`config.mk`:
```
export PLATFORM = sky130hd
export DESIGN_NAME = opnl_panel
export DESIGN_NICKNAME = d
export VERILOG_FILES = /design/src/rtl/opnl_pkg.sv /design/src/rtl/opnl_press_detect.sv /design/src/rtl/opnl_panel.sv
export SDC_FILE = /design/constraint.sdc
export NUM_CORES = 1
export LEC_CHECK = 0
export BUFFER_PORTS_ARGS = -buffer_cell sky130_fd_sc_hd__buf_2
export CAP_MARGIN = 0
export CORE_MARGIN = 3
export CORE_UTILIZATION = 40
export DETAILED_ROUTE_END_ITERATION = 10
export MAX_ROUTING_LAYER = met4
export PLACE_DENSITY = 0.67
export SLEW_MARGIN = 10
export SYNTH_ARGS = -nofsm -noshare
export SYNTH_HDL_FRONTEND = slang
export SYNTH_SLANG_ARGS = --single-unit
```
`constraint.sdc`:
```
create_clock -name aclk -period 1.7 [get_ports aclk]
set_input_delay 0.085 -clock aclk [delete_from_list [all_inputs] [get_ports aclk]]
set_output_delay 0.085 -clock aclk [all_outputs]
set_load 0.01 [all_outputs]
```
`src/rtl/opnl_pkg.sv`:
```
// Purpose: shared constants for the operator panel address entry block
// Assumes: 50 MHz aclk, AXI4-Lite register access, 32-bit data
// Notes: register offsets are byte addresses of aligned words
package opnl_pkg;

  // program address counter and jump selects
  localparam int PAC_W = 18;
  localparam int JMP_W = 3;
  localparam logic [PAC_W-1:0] PAC_RESET = 18'h00000;
  localparam logic [PAC_W-1:0] PAC_ONE = 18'h00001;
  // bits that the panel may set; the top switch is not wired
  localparam logic [PAC_W-1:0] PAC_SET_MASK = 18'h1FFFF;
  localparam logic [JMP_W-1:0] JMP_RESET = 3'h0;

  // press vector layout: address bits, clear, jump select, jump release
  localparam int PRESS_CLEAR_BIT = PAC_W;
  localparam int PRESS_JSEL_LSB = PAC_W + 1;
  localparam int PRESS_JREL_LSB = PAC_W + 1 + JMP_W;
  localparam int PRESS_W = PAC_W + 1 + 2 * JMP_W;

  // bus geometry
  localparam int AXI_ADDR_W = 12;
  localparam int AXI_DATA_W = 32;
  localparam logic [1:0] RESP_OKAY = 2'h0;
  localparam logic [1:0] RESP_SLVERR = 2'h2;
  localparam logic [AXI_DATA_W-1:0] WORD_ZERO = 32'h00000000;

  // register offsets
  localparam logic [AXI_ADDR_W-1:0] REG_CTRL = 12'h000;
  localparam logic [AXI_ADDR_W-1:0] REG_COUNTER = 12'h004;
  localparam logic [AXI_ADDR_W-1:0] REG_STATUS = 12'h008;

  // control register fields (maintenance panel settings)
  localparam int CTRL_W = 5;
  localparam int CTRL_MAINT_BIT = 0;
  localparam int CTRL_DAYCLK_BIT = 1;
  localparam int CTRL_ETIME_BIT = 2;
  localparam int CTRL_GUARD_BIT = 3;
  localparam int CTRL_LOCKOUT_BIT = 4;
  localparam logic [CTRL_W-1:0] CTRL_RESET = 5'h00;

  // status register fields
  localparam int STAT_JUMP_LSB = 0;
  localparam int STAT_RUN_BIT = 3;
  localparam int STAT_LAMP_LSB = 4;

endpackage

```
`src/rtl/opnl_press_detect.sv`:
```
// Purpose: synchronise momentary switches and emit one pulse per press
// Assumes: switch levels are high while held, bounce already filtered
// Notes: pulse appears three edges after the switch rises
`timescale 1ns/1ns
`default_nettype none
module opnl_press_detect import opnl_pkg::*; #(
  parameter int W = PRESS_W
) (
  input wire logic aclk,
  input wire logic aresetn,
  input wire logic [W-1:0] switch_level,
  output logic [W-1:0] press
);

  typedef struct packed {
    logic [W-1:0] sync1;
    logic [W-1:0] sync2;
    logic [W-1:0] prev;
    logic [W-1:0] pulse;
  } opnl_det_t;

  opnl_det_t state;
  opnl_det_t next_state;

  // two-stage sync, then rising edge of the second stage
  always_comb begin
    next_state = state;
    next_state.sync1 = switch_level;
    next_state.sync2 = state.sync1;
    next_state.prev = state.sync2;
    next_state.pulse = state.sync2 & ~state.prev;
  end

  // register the whole state
  always_ff @(posedge aclk) begin
    if (!aresetn) begin
      state <= '0;
    end else begin
      state <= next_state;
    end
  end

  assign press = state.pulse;

endmodule
`default_nettype wire

```
`src/rtl/opnl_panel.sv`:
```
// Purpose: operator panel logic for the program address counter and the
//   disable and mode lamps, with an AXI4-Lite register slave
// Assumes: processor control drives run state and counter updates
// Notes: maintenance panel settings are held in the control register
//   ctrl word: bit 0 maintenance disable, bit 1 day clock disable,
//   bit 2 elapsed timer disable, bit 3 guard, bit 4 lockout
//   counter word reads the program address counter, writes are ignored
//   status word: jump selects, live run flag, lamp copies of ctrl
//   a ctrl write needs the low byte strobe, otherwise it is dropped
//   unmapped offsets answer with an error and read as zero
//   a switch press lands on the counter four edges after it rises
//   address and clear presses made while running or under lockout are lost, not queued
//   the top address switch is not wired and never sets its bit
//   jump selects and releases act at all times; release wins a tie
//   counter lamps go dark from the first edge that sees the run flag
`timescale 1ns/1ns
`default_nettype none
module opnl_panel import opnl_pkg::*; (
  input wire logic aclk,
  input wire logic aresetn,
  // axi4-lite write address channel
  input wire logic [AXI_ADDR_W-1:0] s_axi_awaddr,
  input wire logic s_axi_awvalid,
  output logic s_axi_awready,
  // axi4-lite write data channel
  input wire logic [AXI_DATA_W-1:0] s_axi_wdata,
  input wire logic [3:0] s_axi_wstrb,
  input wire logic s_axi_wvalid,
  output logic s_axi_wready,
  // axi4-lite write response channel
  output logic [1:0] s_axi_bresp,
  output logic s_axi_bvalid,
  input wire logic s_axi_bready,
  // axi4-lite read address channel
  input wire logic [AXI_ADDR_W-1:0] s_axi_araddr,
  input wire logic s_axi_arvalid,
  output logic s_axi_arready,
  // axi4-lite read data channel
  output logic [AXI_DATA_W-1:0] s_axi_rdata,
  output logic [1:0] s_axi_rresp,
  output logic s_axi_rvalid,
  input wire logic s_axi_rready,
  // operator switches, high while held
  input wire logic [PAC_W-1:0] address_bit_switches,
  input wire logic counter_clear_switch,
  input wire logic [JMP_W-1:0] jump_select_switches,
  input wire logic [JMP_W-1:0] jump_release_switches,
  // processor control section
  input wire logic cpu_running,
  input wire logic cpu_pc_load,
  input wire logic [PAC_W-1:0] cpu_pc_load_value,
  input wire logic cpu_pc_step,
  output logic [PAC_W-1:0] program_address,
  // panel lamps
  output logic [PAC_W-1:0] counter_lamps,
  output logic [JMP_W-1:0] jump_select_lamps,
  output logic maintenance_disable_lamp,
  output logic day_clock_disable_lamp,
  output logic elapsed_timer_disable_lamp,
  output logic guard_lamp,
  output logic lockout_lamp
);

  typedef struct packed {
    // write channel
    logic awready;
    logic wready;
    logic aw_have;
    logic [AXI_ADDR_W-1:0] aw_addr;
    logic w_have;
    logic [AXI_DATA_W-1:0] w_data;
    logic w_strb0;
    logic bvalid;
    logic [1:0] bresp;
    // read channel
    logic arready;
    logic rvalid;
    logic [1:0] rresp;
    logic [AXI_DATA_W-1:0] rdata;
    // block state
    logic [CTRL_W-1:0] ctrl;
    logic [PAC_W-1:0] counter;
    logic [JMP_W-1:0] jumps;
    logic [PAC_W-1:0] lamps;
    logic [CTRL_W-1:0] ind;
  } opnl_state_t;

  localparam opnl_state_t STATE_RESET = '{
    awready: 1'b0,
    wready: 1'b0,
    aw_have: 1'b0,
    aw_addr: '0,
    w_have: 1'b0,
    w_data: WORD_ZERO,
    w_strb0: 1'b0,
    bvalid: 1'b0,
    bresp: RESP_OKAY,
    arready: 1'b0,
    rvalid: 1'b0,
    rresp: RESP_OKAY,
    rdata: WORD_ZERO,
    ctrl: CTRL_RESET,
    counter: PAC_RESET,
    jumps: JMP_RESET,
    lamps: PAC_RESET,
    ind: CTRL_RESET
  };

  opnl_state_t state;
  opnl_state_t next_state;
  logic [PRESS_W-1:0] press;
  logic [PRESS_W-1:0] switch_level;

  // true when the offset names a mapped register
  function automatic logic is_mapped(input logic [AXI_ADDR_W-1:0] a);
    case (a)
      REG_CTRL, REG_COUNTER, REG_STATUS: begin
        is_mapped = 1'b1;
      end
      default: begin
        is_mapped = 1'b0;
      end
    endcase
  endfunction

  // a write channel takes a beat only when nothing is held or answered
  function automatic logic can_take(input logic have, input logic busy);
    can_take = !have && !busy;
  endfunction

  // processor update of the counter: a load wins over a step
  function automatic logic [PAC_W-1:0] cpu_next(
    input logic [PAC_W-1:0] cur,
    input logic load,
    input logic [PAC_W-1:0] value,
    input logic step
  );
    logic [PAC_W-1:0] n;
    n = cur;
    if (load) begin
      n = value;
    end else if (step) begin
      n = cur + PAC_ONE;
    end
    cpu_next = n;
  endfunction

  // read word for a register offset
  function automatic logic [AXI_DATA_W-1:0] read_word(
    input logic [AXI_ADDR_W-1:0] a,
    input opnl_state_t s,
    input logic run
  );
    logic [AXI_DATA_W-1:0] w;
    w = WORD_ZERO;
    case (a)
      REG_CTRL: begin
        w = AXI_DATA_W'(s.ctrl);
      end
      REG_COUNTER: begin
        w = AXI_DATA_W'(s.counter);
      end
      REG_STATUS: begin
        // jump selects, live run flag, lamp copies
        w[STAT_JUMP_LSB +: JMP_W] = s.jumps;
        w[STAT_RUN_BIT] = run;
        w[STAT_LAMP_LSB +: CTRL_W] = s.ind;
      end
      default: begin
        w = WORD_ZERO;
      end
    endcase
    read_word = w;
  endfunction

  // gather the switches into one press vector
  assign switch_level = {jump_release_switches, jump_select_switches,
                         counter_clear_switch, address_bit_switches};

  // one pulse per press, after synchronisation
  opnl_press_detect #(
    .W(PRESS_W)
  ) u_press (
    .aclk(aclk),
    .aresetn(aresetn),
    .switch_level(switch_level),
    .press(press)
  );

  // next state: bus slave, counter, jumps and lamps
  always_comb begin
    logic lockout;
    logic [PAC_W-1:0] set_bits;
    logic [JMP_W-1:0] jsel;
    logic [JMP_W-1:0] jrel;
    next_state = state;
    // sort the press pulses by kind
    lockout = state.ctrl[CTRL_LOCKOUT_BIT];
    set_bits = press[PAC_W-1:0] & PAC_SET_MASK;
    jsel = press[PRESS_JSEL_LSB +: JMP_W];
    jrel = press[PRESS_JREL_LSB +: JMP_W];

    // capture write address and data in either order
    if (s_axi_awvalid && state.awready) begin
      next_state.aw_have = 1'b1;
      next_state.aw_addr = s_axi_awaddr;
    end
    if (s_axi_wvalid && state.wready) begin
      next_state.w_have = 1'b1;
      next_state.w_data = s_axi_wdata;
      next_state.w_strb0 = s_axi_wstrb[0];
    end

    // response retires first, then a held pair performs its write
    if (state.bvalid && s_axi_bready) begin
      next_state.bvalid = 1'b0;
    end
    if (state.aw_have && state.w_have && !state.bvalid) begin
      next_state.aw_have = 1'b0;
      next_state.w_have = 1'b0;
      next_state.bvalid = 1'b1;
      next_state.bresp = is_mapped(state.aw_addr) ? RESP_OKAY : RESP_SLVERR;
      if (state.aw_addr == REG_CTRL && state.w_strb0) begin
        next_state.ctrl = state.w_data[CTRL_W-1:0];
      end
    end
    // readies drop while a beat is held or the answer waits
    next_state.awready = can_take(next_state.aw_have, next_state.bvalid);
    next_state.wready = can_take(next_state.w_have, next_state.bvalid);

    // read: one outstanding answer at a time
    if (state.rvalid && s_axi_rready) begin
      next_state.rvalid = 1'b0;
    end
    if (s_axi_arvalid && state.arready) begin
      next_state.rvalid = 1'b1;
      next_state.rdata = read_word(s_axi_araddr, state, cpu_running);
      next_state.rresp = is_mapped(s_axi_araddr) ? RESP_OKAY : RESP_SLVERR;
    end
    // a new read waits until the answer is taken
    next_state.arready = !next_state.rvalid;

    // program address counter
    if (cpu_running) begin
      // the processor keeps the next instruction address here
      next_state.counter = cpu_next(state.counter, cpu_pc_load,
        cpu_pc_load_value, cpu_pc_step);
      // panel presses have no effect while running
    end else if (!lockout) begin
      if (press[PRESS_CLEAR_BIT]) begin
        next_state.counter = PAC_RESET;
        next_state.counter = PAC_RESET | set_bits;
      end else begin
        next_state.counter = state.counter | set_bits;
      end
    end

    // jump selects stay live even under lockout and while running
    next_state.jumps = (state.jumps | jsel) & ~jrel;

    // counter lamps dark while a program runs
    next_state.lamps = cpu_running ? PAC_RESET : next_state.counter;

    // disable and mode lamps follow the maintenance settings
    next_state.ind[CTRL_MAINT_BIT] = next_state.ctrl[CTRL_MAINT_BIT];
    next_state.ind[CTRL_DAYCLK_BIT] = next_state.ctrl[CTRL_DAYCLK_BIT];
    next_state.ind[CTRL_ETIME_BIT] = next_state.ctrl[CTRL_ETIME_BIT];
    next_state.ind[CTRL_GUARD_BIT] = next_state.ctrl[CTRL_GUARD_BIT];
    next_state.ind[CTRL_LOCKOUT_BIT] =
      next_state.ctrl[CTRL_LOCKOUT_BIT];
  end

  // register the whole state
  always_ff @(posedge aclk) begin
    if (!aresetn) begin
      state <= STATE_RESET;
    end else begin
      state <= next_state;
    end
  end

  // write channel outputs straight from flops
  assign s_axi_awready = state.awready;
  assign s_axi_wready = state.wready;
  assign s_axi_bvalid = state.bvalid;
  assign s_axi_bresp = state.bresp;

  // read channel outputs straight from flops
  assign s_axi_arready = state.arready;
  assign s_axi_rvalid = state.rvalid;
  assign s_axi_rresp = state.rresp;
  assign s_axi_rdata = state.rdata;

  // counter to the processor, counter and jump lamps, from flops
  assign program_address = state.counter;
  assign counter_lamps = state.lamps;
  assign jump_select_lamps = state.jumps;

  // disable and mode lamps straight from flops
  assign maintenance_disable_lamp = state.ind[CTRL_MAINT_BIT];
  assign day_clock_disable_lamp = state.ind[CTRL_DAYCLK_BIT];
  assign elapsed_timer_disable_lamp = state.ind[CTRL_ETIME_BIT];
  assign guard_lamp = state.ind[CTRL_GUARD_BIT];
  assign lockout_lamp = state.ind[CTRL_LOCKOUT_BIT];

endmodule
`default_nettype wire

```
==> out/metrics.csv <==
stage;metric;value;unit
final_layout;area of the multi-input gates;0.00254;mm2
drt;Post-DRT Antenna Nets;0;
final_layout;share of layout cells above drive strength 1;25.3;%
die;chip height;137;um
sta;f_max;0.617;GHz
critical_path;FF-to-FF path depth;4;
final_layout;Final Non-Filler Cells;1107;
cts;Worst-Skew Late Latency;0.42;ns
sta;Final Critical Period;1.62;ns
die;Initial Util;41.2;%
final_layout;Layout Nets;988;
global_routing;largest net degree at the start of global routing;100;
final_layout;Ant. Diodes;0;
sta;worst-margin pin slew;0.572;ns
placed_design;placed cell count;1014;
die;Die X;137;um
sta;Slew Viols, Final;0;
die;DIE AREA;0.0189;mm2
cts;clk root buf;clkbuf_16;
sta;final hold viol count;0;
logic_synthesis;most common cell in the netlist;dfxtp_1;
global_routing;initial antenna violation count;0;
worst_hold_path;HP Class;primary input to flip-flop;
pwr;Peak VDD IR;0.767;mV
critical_path;Critical Path RT;2.00;ns
logic_synthesis;top cell type's share of synthesized area;53.6;%
global_routing;first-pass GRT wire length;23.9;mm
final_layout;Reg area;0.00370;mm2
job;Max Cap Viol;0;
drt;via count;5111;
placed_design;PortBufs;150;
logic_synthesis;Synth top cells by count;dfxtp_1, and2_1, buf_4;
global_routing;vias in the first global route;4675;
drt;final wirelength;15.4;mm
logic_synthesis;Mapped Area;0.00691;mm2
drt;Avg WL per Cell;13.9;um
die;num rows;47;
logic_synthesis;synthesized flop and latch total;185;
sta;setup TNS;0;ns
die;I/O pins;198;
critical_path;CP top delay family;simple AND/OR/NAND/NOR gates;
final_layout;area delta synth->final;26.5;%
global_routing;Tot GR Track Use;16.7;%
status;status;completed;
drt;DR pass1 iterations;5;
sta;Layout Skew;0.0168;ns
placed_design;dpl hpwl;10.5;mm
cts;clk buf depth;2;
drt;Residual DRC;0;
critical_path;crit path DAT;1.92;ns
final_layout;fin util;52.2;%
critical_path;Worst setup SP type;flip-flop;
critical_path;nature of the critical path endpoint;flip-flop;
logic_synthesis;asr flop ratio synth;0;%
logic_synthesis;count of cell types in the netlist;48;
critical_path;crit-path max FO;6;
cts;Clock transition at path regs;0.07;ns
logic_synthesis;area leader, netlist;dfxtp_1;
logic_synthesis;Syn Inst Count;707;
logic_synthesis;Post-synth top flop;dfxtp_1;
drt;Vias/cell;4.62;
sta;setup repair after global routing missed its margin;no;
cts;post-CTS setup buffers;0;
logic_synthesis;top cells by area, synth;dfxtp_1, buf_4, and2_1, nand2_1, nor2b_1;
final_layout;Fillers;1542;
worst_hold_path;Worst Hold Depth;3;
placed_design;GPL Wtd Cong;0.863;
sta;max_slew headroom;61.8;%
critical_path;WP depth;4;
logic_synthesis;number of enable flip-flop cells after synthesis;0;
cts;CTS sink cnt;185;
pwr;Lkg Pwr;3.82;nW
logic_synthesis;post-synthesis sequential area ratio;53.6;%
logic_synthesis;synth warn;0;
critical_path;CP peak stage delay;0.49;ns
cts;CTS H-Tree Depth;4;
sta;worst hold slack;0.0139;ns
critical_path;CP cell instances;nand4_1, nor4_1, mux2i_1, nor3_1;
global_routing;gr ovfl total;0;
sta;Final setup viols;0;
cts;number of buffers created by CTS;17;
logic_synthesis;syn_area_per_cell;9.78;um2
critical_path;slowest CP cell;dfxtp_1;
critical_path;CP bufs+invs;0;
die;CORE AREA;0.0168;mm2
pwr;Power Density;1060;mW/mm2
drt;number of DRC markers in iteration 0;265;
critical_path;CP Class;flip-flop to flip-flop;
cts;CTS tree;yes;
sta;Tcrit/Tclk final;95.3;%
==> area by class of cell <==
type / count / share of cell area, %
clock buffers: 19 / 5.07
clock inverters: 13 / 1.62
inverters: 6 / 0.258
multi-input cells: 421 / 29.1
flip-flops and latches: 185 / 42.4
well taps: 220 / 3.15
repair buffers: 243 / 18.5
==> layout by cell type (no fill, tap or decap), drive strengths merged, types with 4 or more instances in the layout <==
| master | Yosys | layout |
|---|---|---|
| dlygate4sd3 | 0 | 61 |
| conb | 1 | 16 |
| nand4 | 9 | 9 |
| a221o | 5 | 5 |
| nand3 | 12 | 12 |
| dfxtp | 185 | 185 |
| inv | 5 | 9 |
| mux2i | 15 | 15 |
| nor2 | 41 | 41 |
| o21ai | 15 | 15 |
| clkbuf | 30 | 19 |
| clkinv | 1 | 6 |
| a21boi | 20 | 20 |
| nand2 | 69 | 69 |
| xor2 | 5 | 5 |
| nand2b | 4 | 4 |
| nor3b | 4 | 4 |
| nor3 | 9 | 9 |
| a21oi | 8 | 8 |
| and3 | 6 | 6 |
| buf | 80 | 182 |
| o22ai | 4 | 4 |
| and2 | 75 | 75 |
| a22oi | 27 | 27 |
| nor2b | 37 | 37 |
| nor4 | 7 | 7 |
| xnor2 | 8 | 8 |
==> repair_timing <==
item                                    in CTS  in global routing
endpoints found under the hold margin       59                  0
endpoints found under the setup margin       0                  1
hold buffers                                61                  0
gates resized for setup                      0                  1
==> report_power, final <==
part	total [W]	switching, W	internal [W]
registers	0.00458	0.0000806	0.00450
logic	0.000773	0.000381	0.000392
clock network	0.00388	0.00166	0.00222
total	0.00923	0.00212	0.00711
==> metal layers <==
metal | share of wire [%] | GRT usage [%] | routed length, um
met1 | 45 | 20.8 | 6930
met4 | 1.9 | 5.99 | 293
met3 | 6.4 | 4.42 | 990
met5 | 0 | - | 0
met2 | 47 | 26.1 | 7180
==> state kept, by name (all words and copies together) (netlist names), 3 cells and up <==
signal              count
counter_lamps          18
state                  20
u_press.next_state     48
u_press.state          24
program_address        18
u_press.press          24
s_axi_rdata            18
jump_select_lamps       3
==> metrics by stage <==
stage	worst slack, ns	total power, W	area [um2]
final	0.0804	0.00923	8740
after global routing	0.00861	0.00961	8740
after CTS	0.110	0.00933	8740
after detailed placement	0.0571	0.00534	7550
after global placement	0.105	0.00533	7550
after floorplan	0.129	0.00514	6970
==> worst register-to-register path: cells and delay by family, from the launching register on <==
kind          cells  cell delay [ns]
flops             1             0.49
mux               1             0.25
simple gates      3             0.76
==> worst paths after layout <==
| path | from | to | slack [ns] |
|---|---|---|---|
| min | cpu_pc_load_value[3] | program_address[3] | 0.01 |
| max reg2reg | program_address[14] | program_address[16] | 0.08 |
| min reg2reg | u_press.state[25] | u_press.press[0] | 0.37 |
| max | program_address[14] | program_address[16] | 0.08 |
==> cells by family (layout without fill, tap and decap cells) <==
group | count (synthesis) | count (layout) | share of synthesized area (%)
simple gates | 282 | 282 | 22.2
flops | 185 | 185 | 53.6
buf+inv | 116 | 281 | 10.5
compound gates | 94 | 94 | 9.70
mux | 15 | 15 | 2.17
xor+xnor | 13 | 13 | 1.65
fa+ha+maj | 1 | 1 | 0.181
other cells | 1 | 16 | 0.0542
Note: power is estimated with default switching activity, not from simulation.
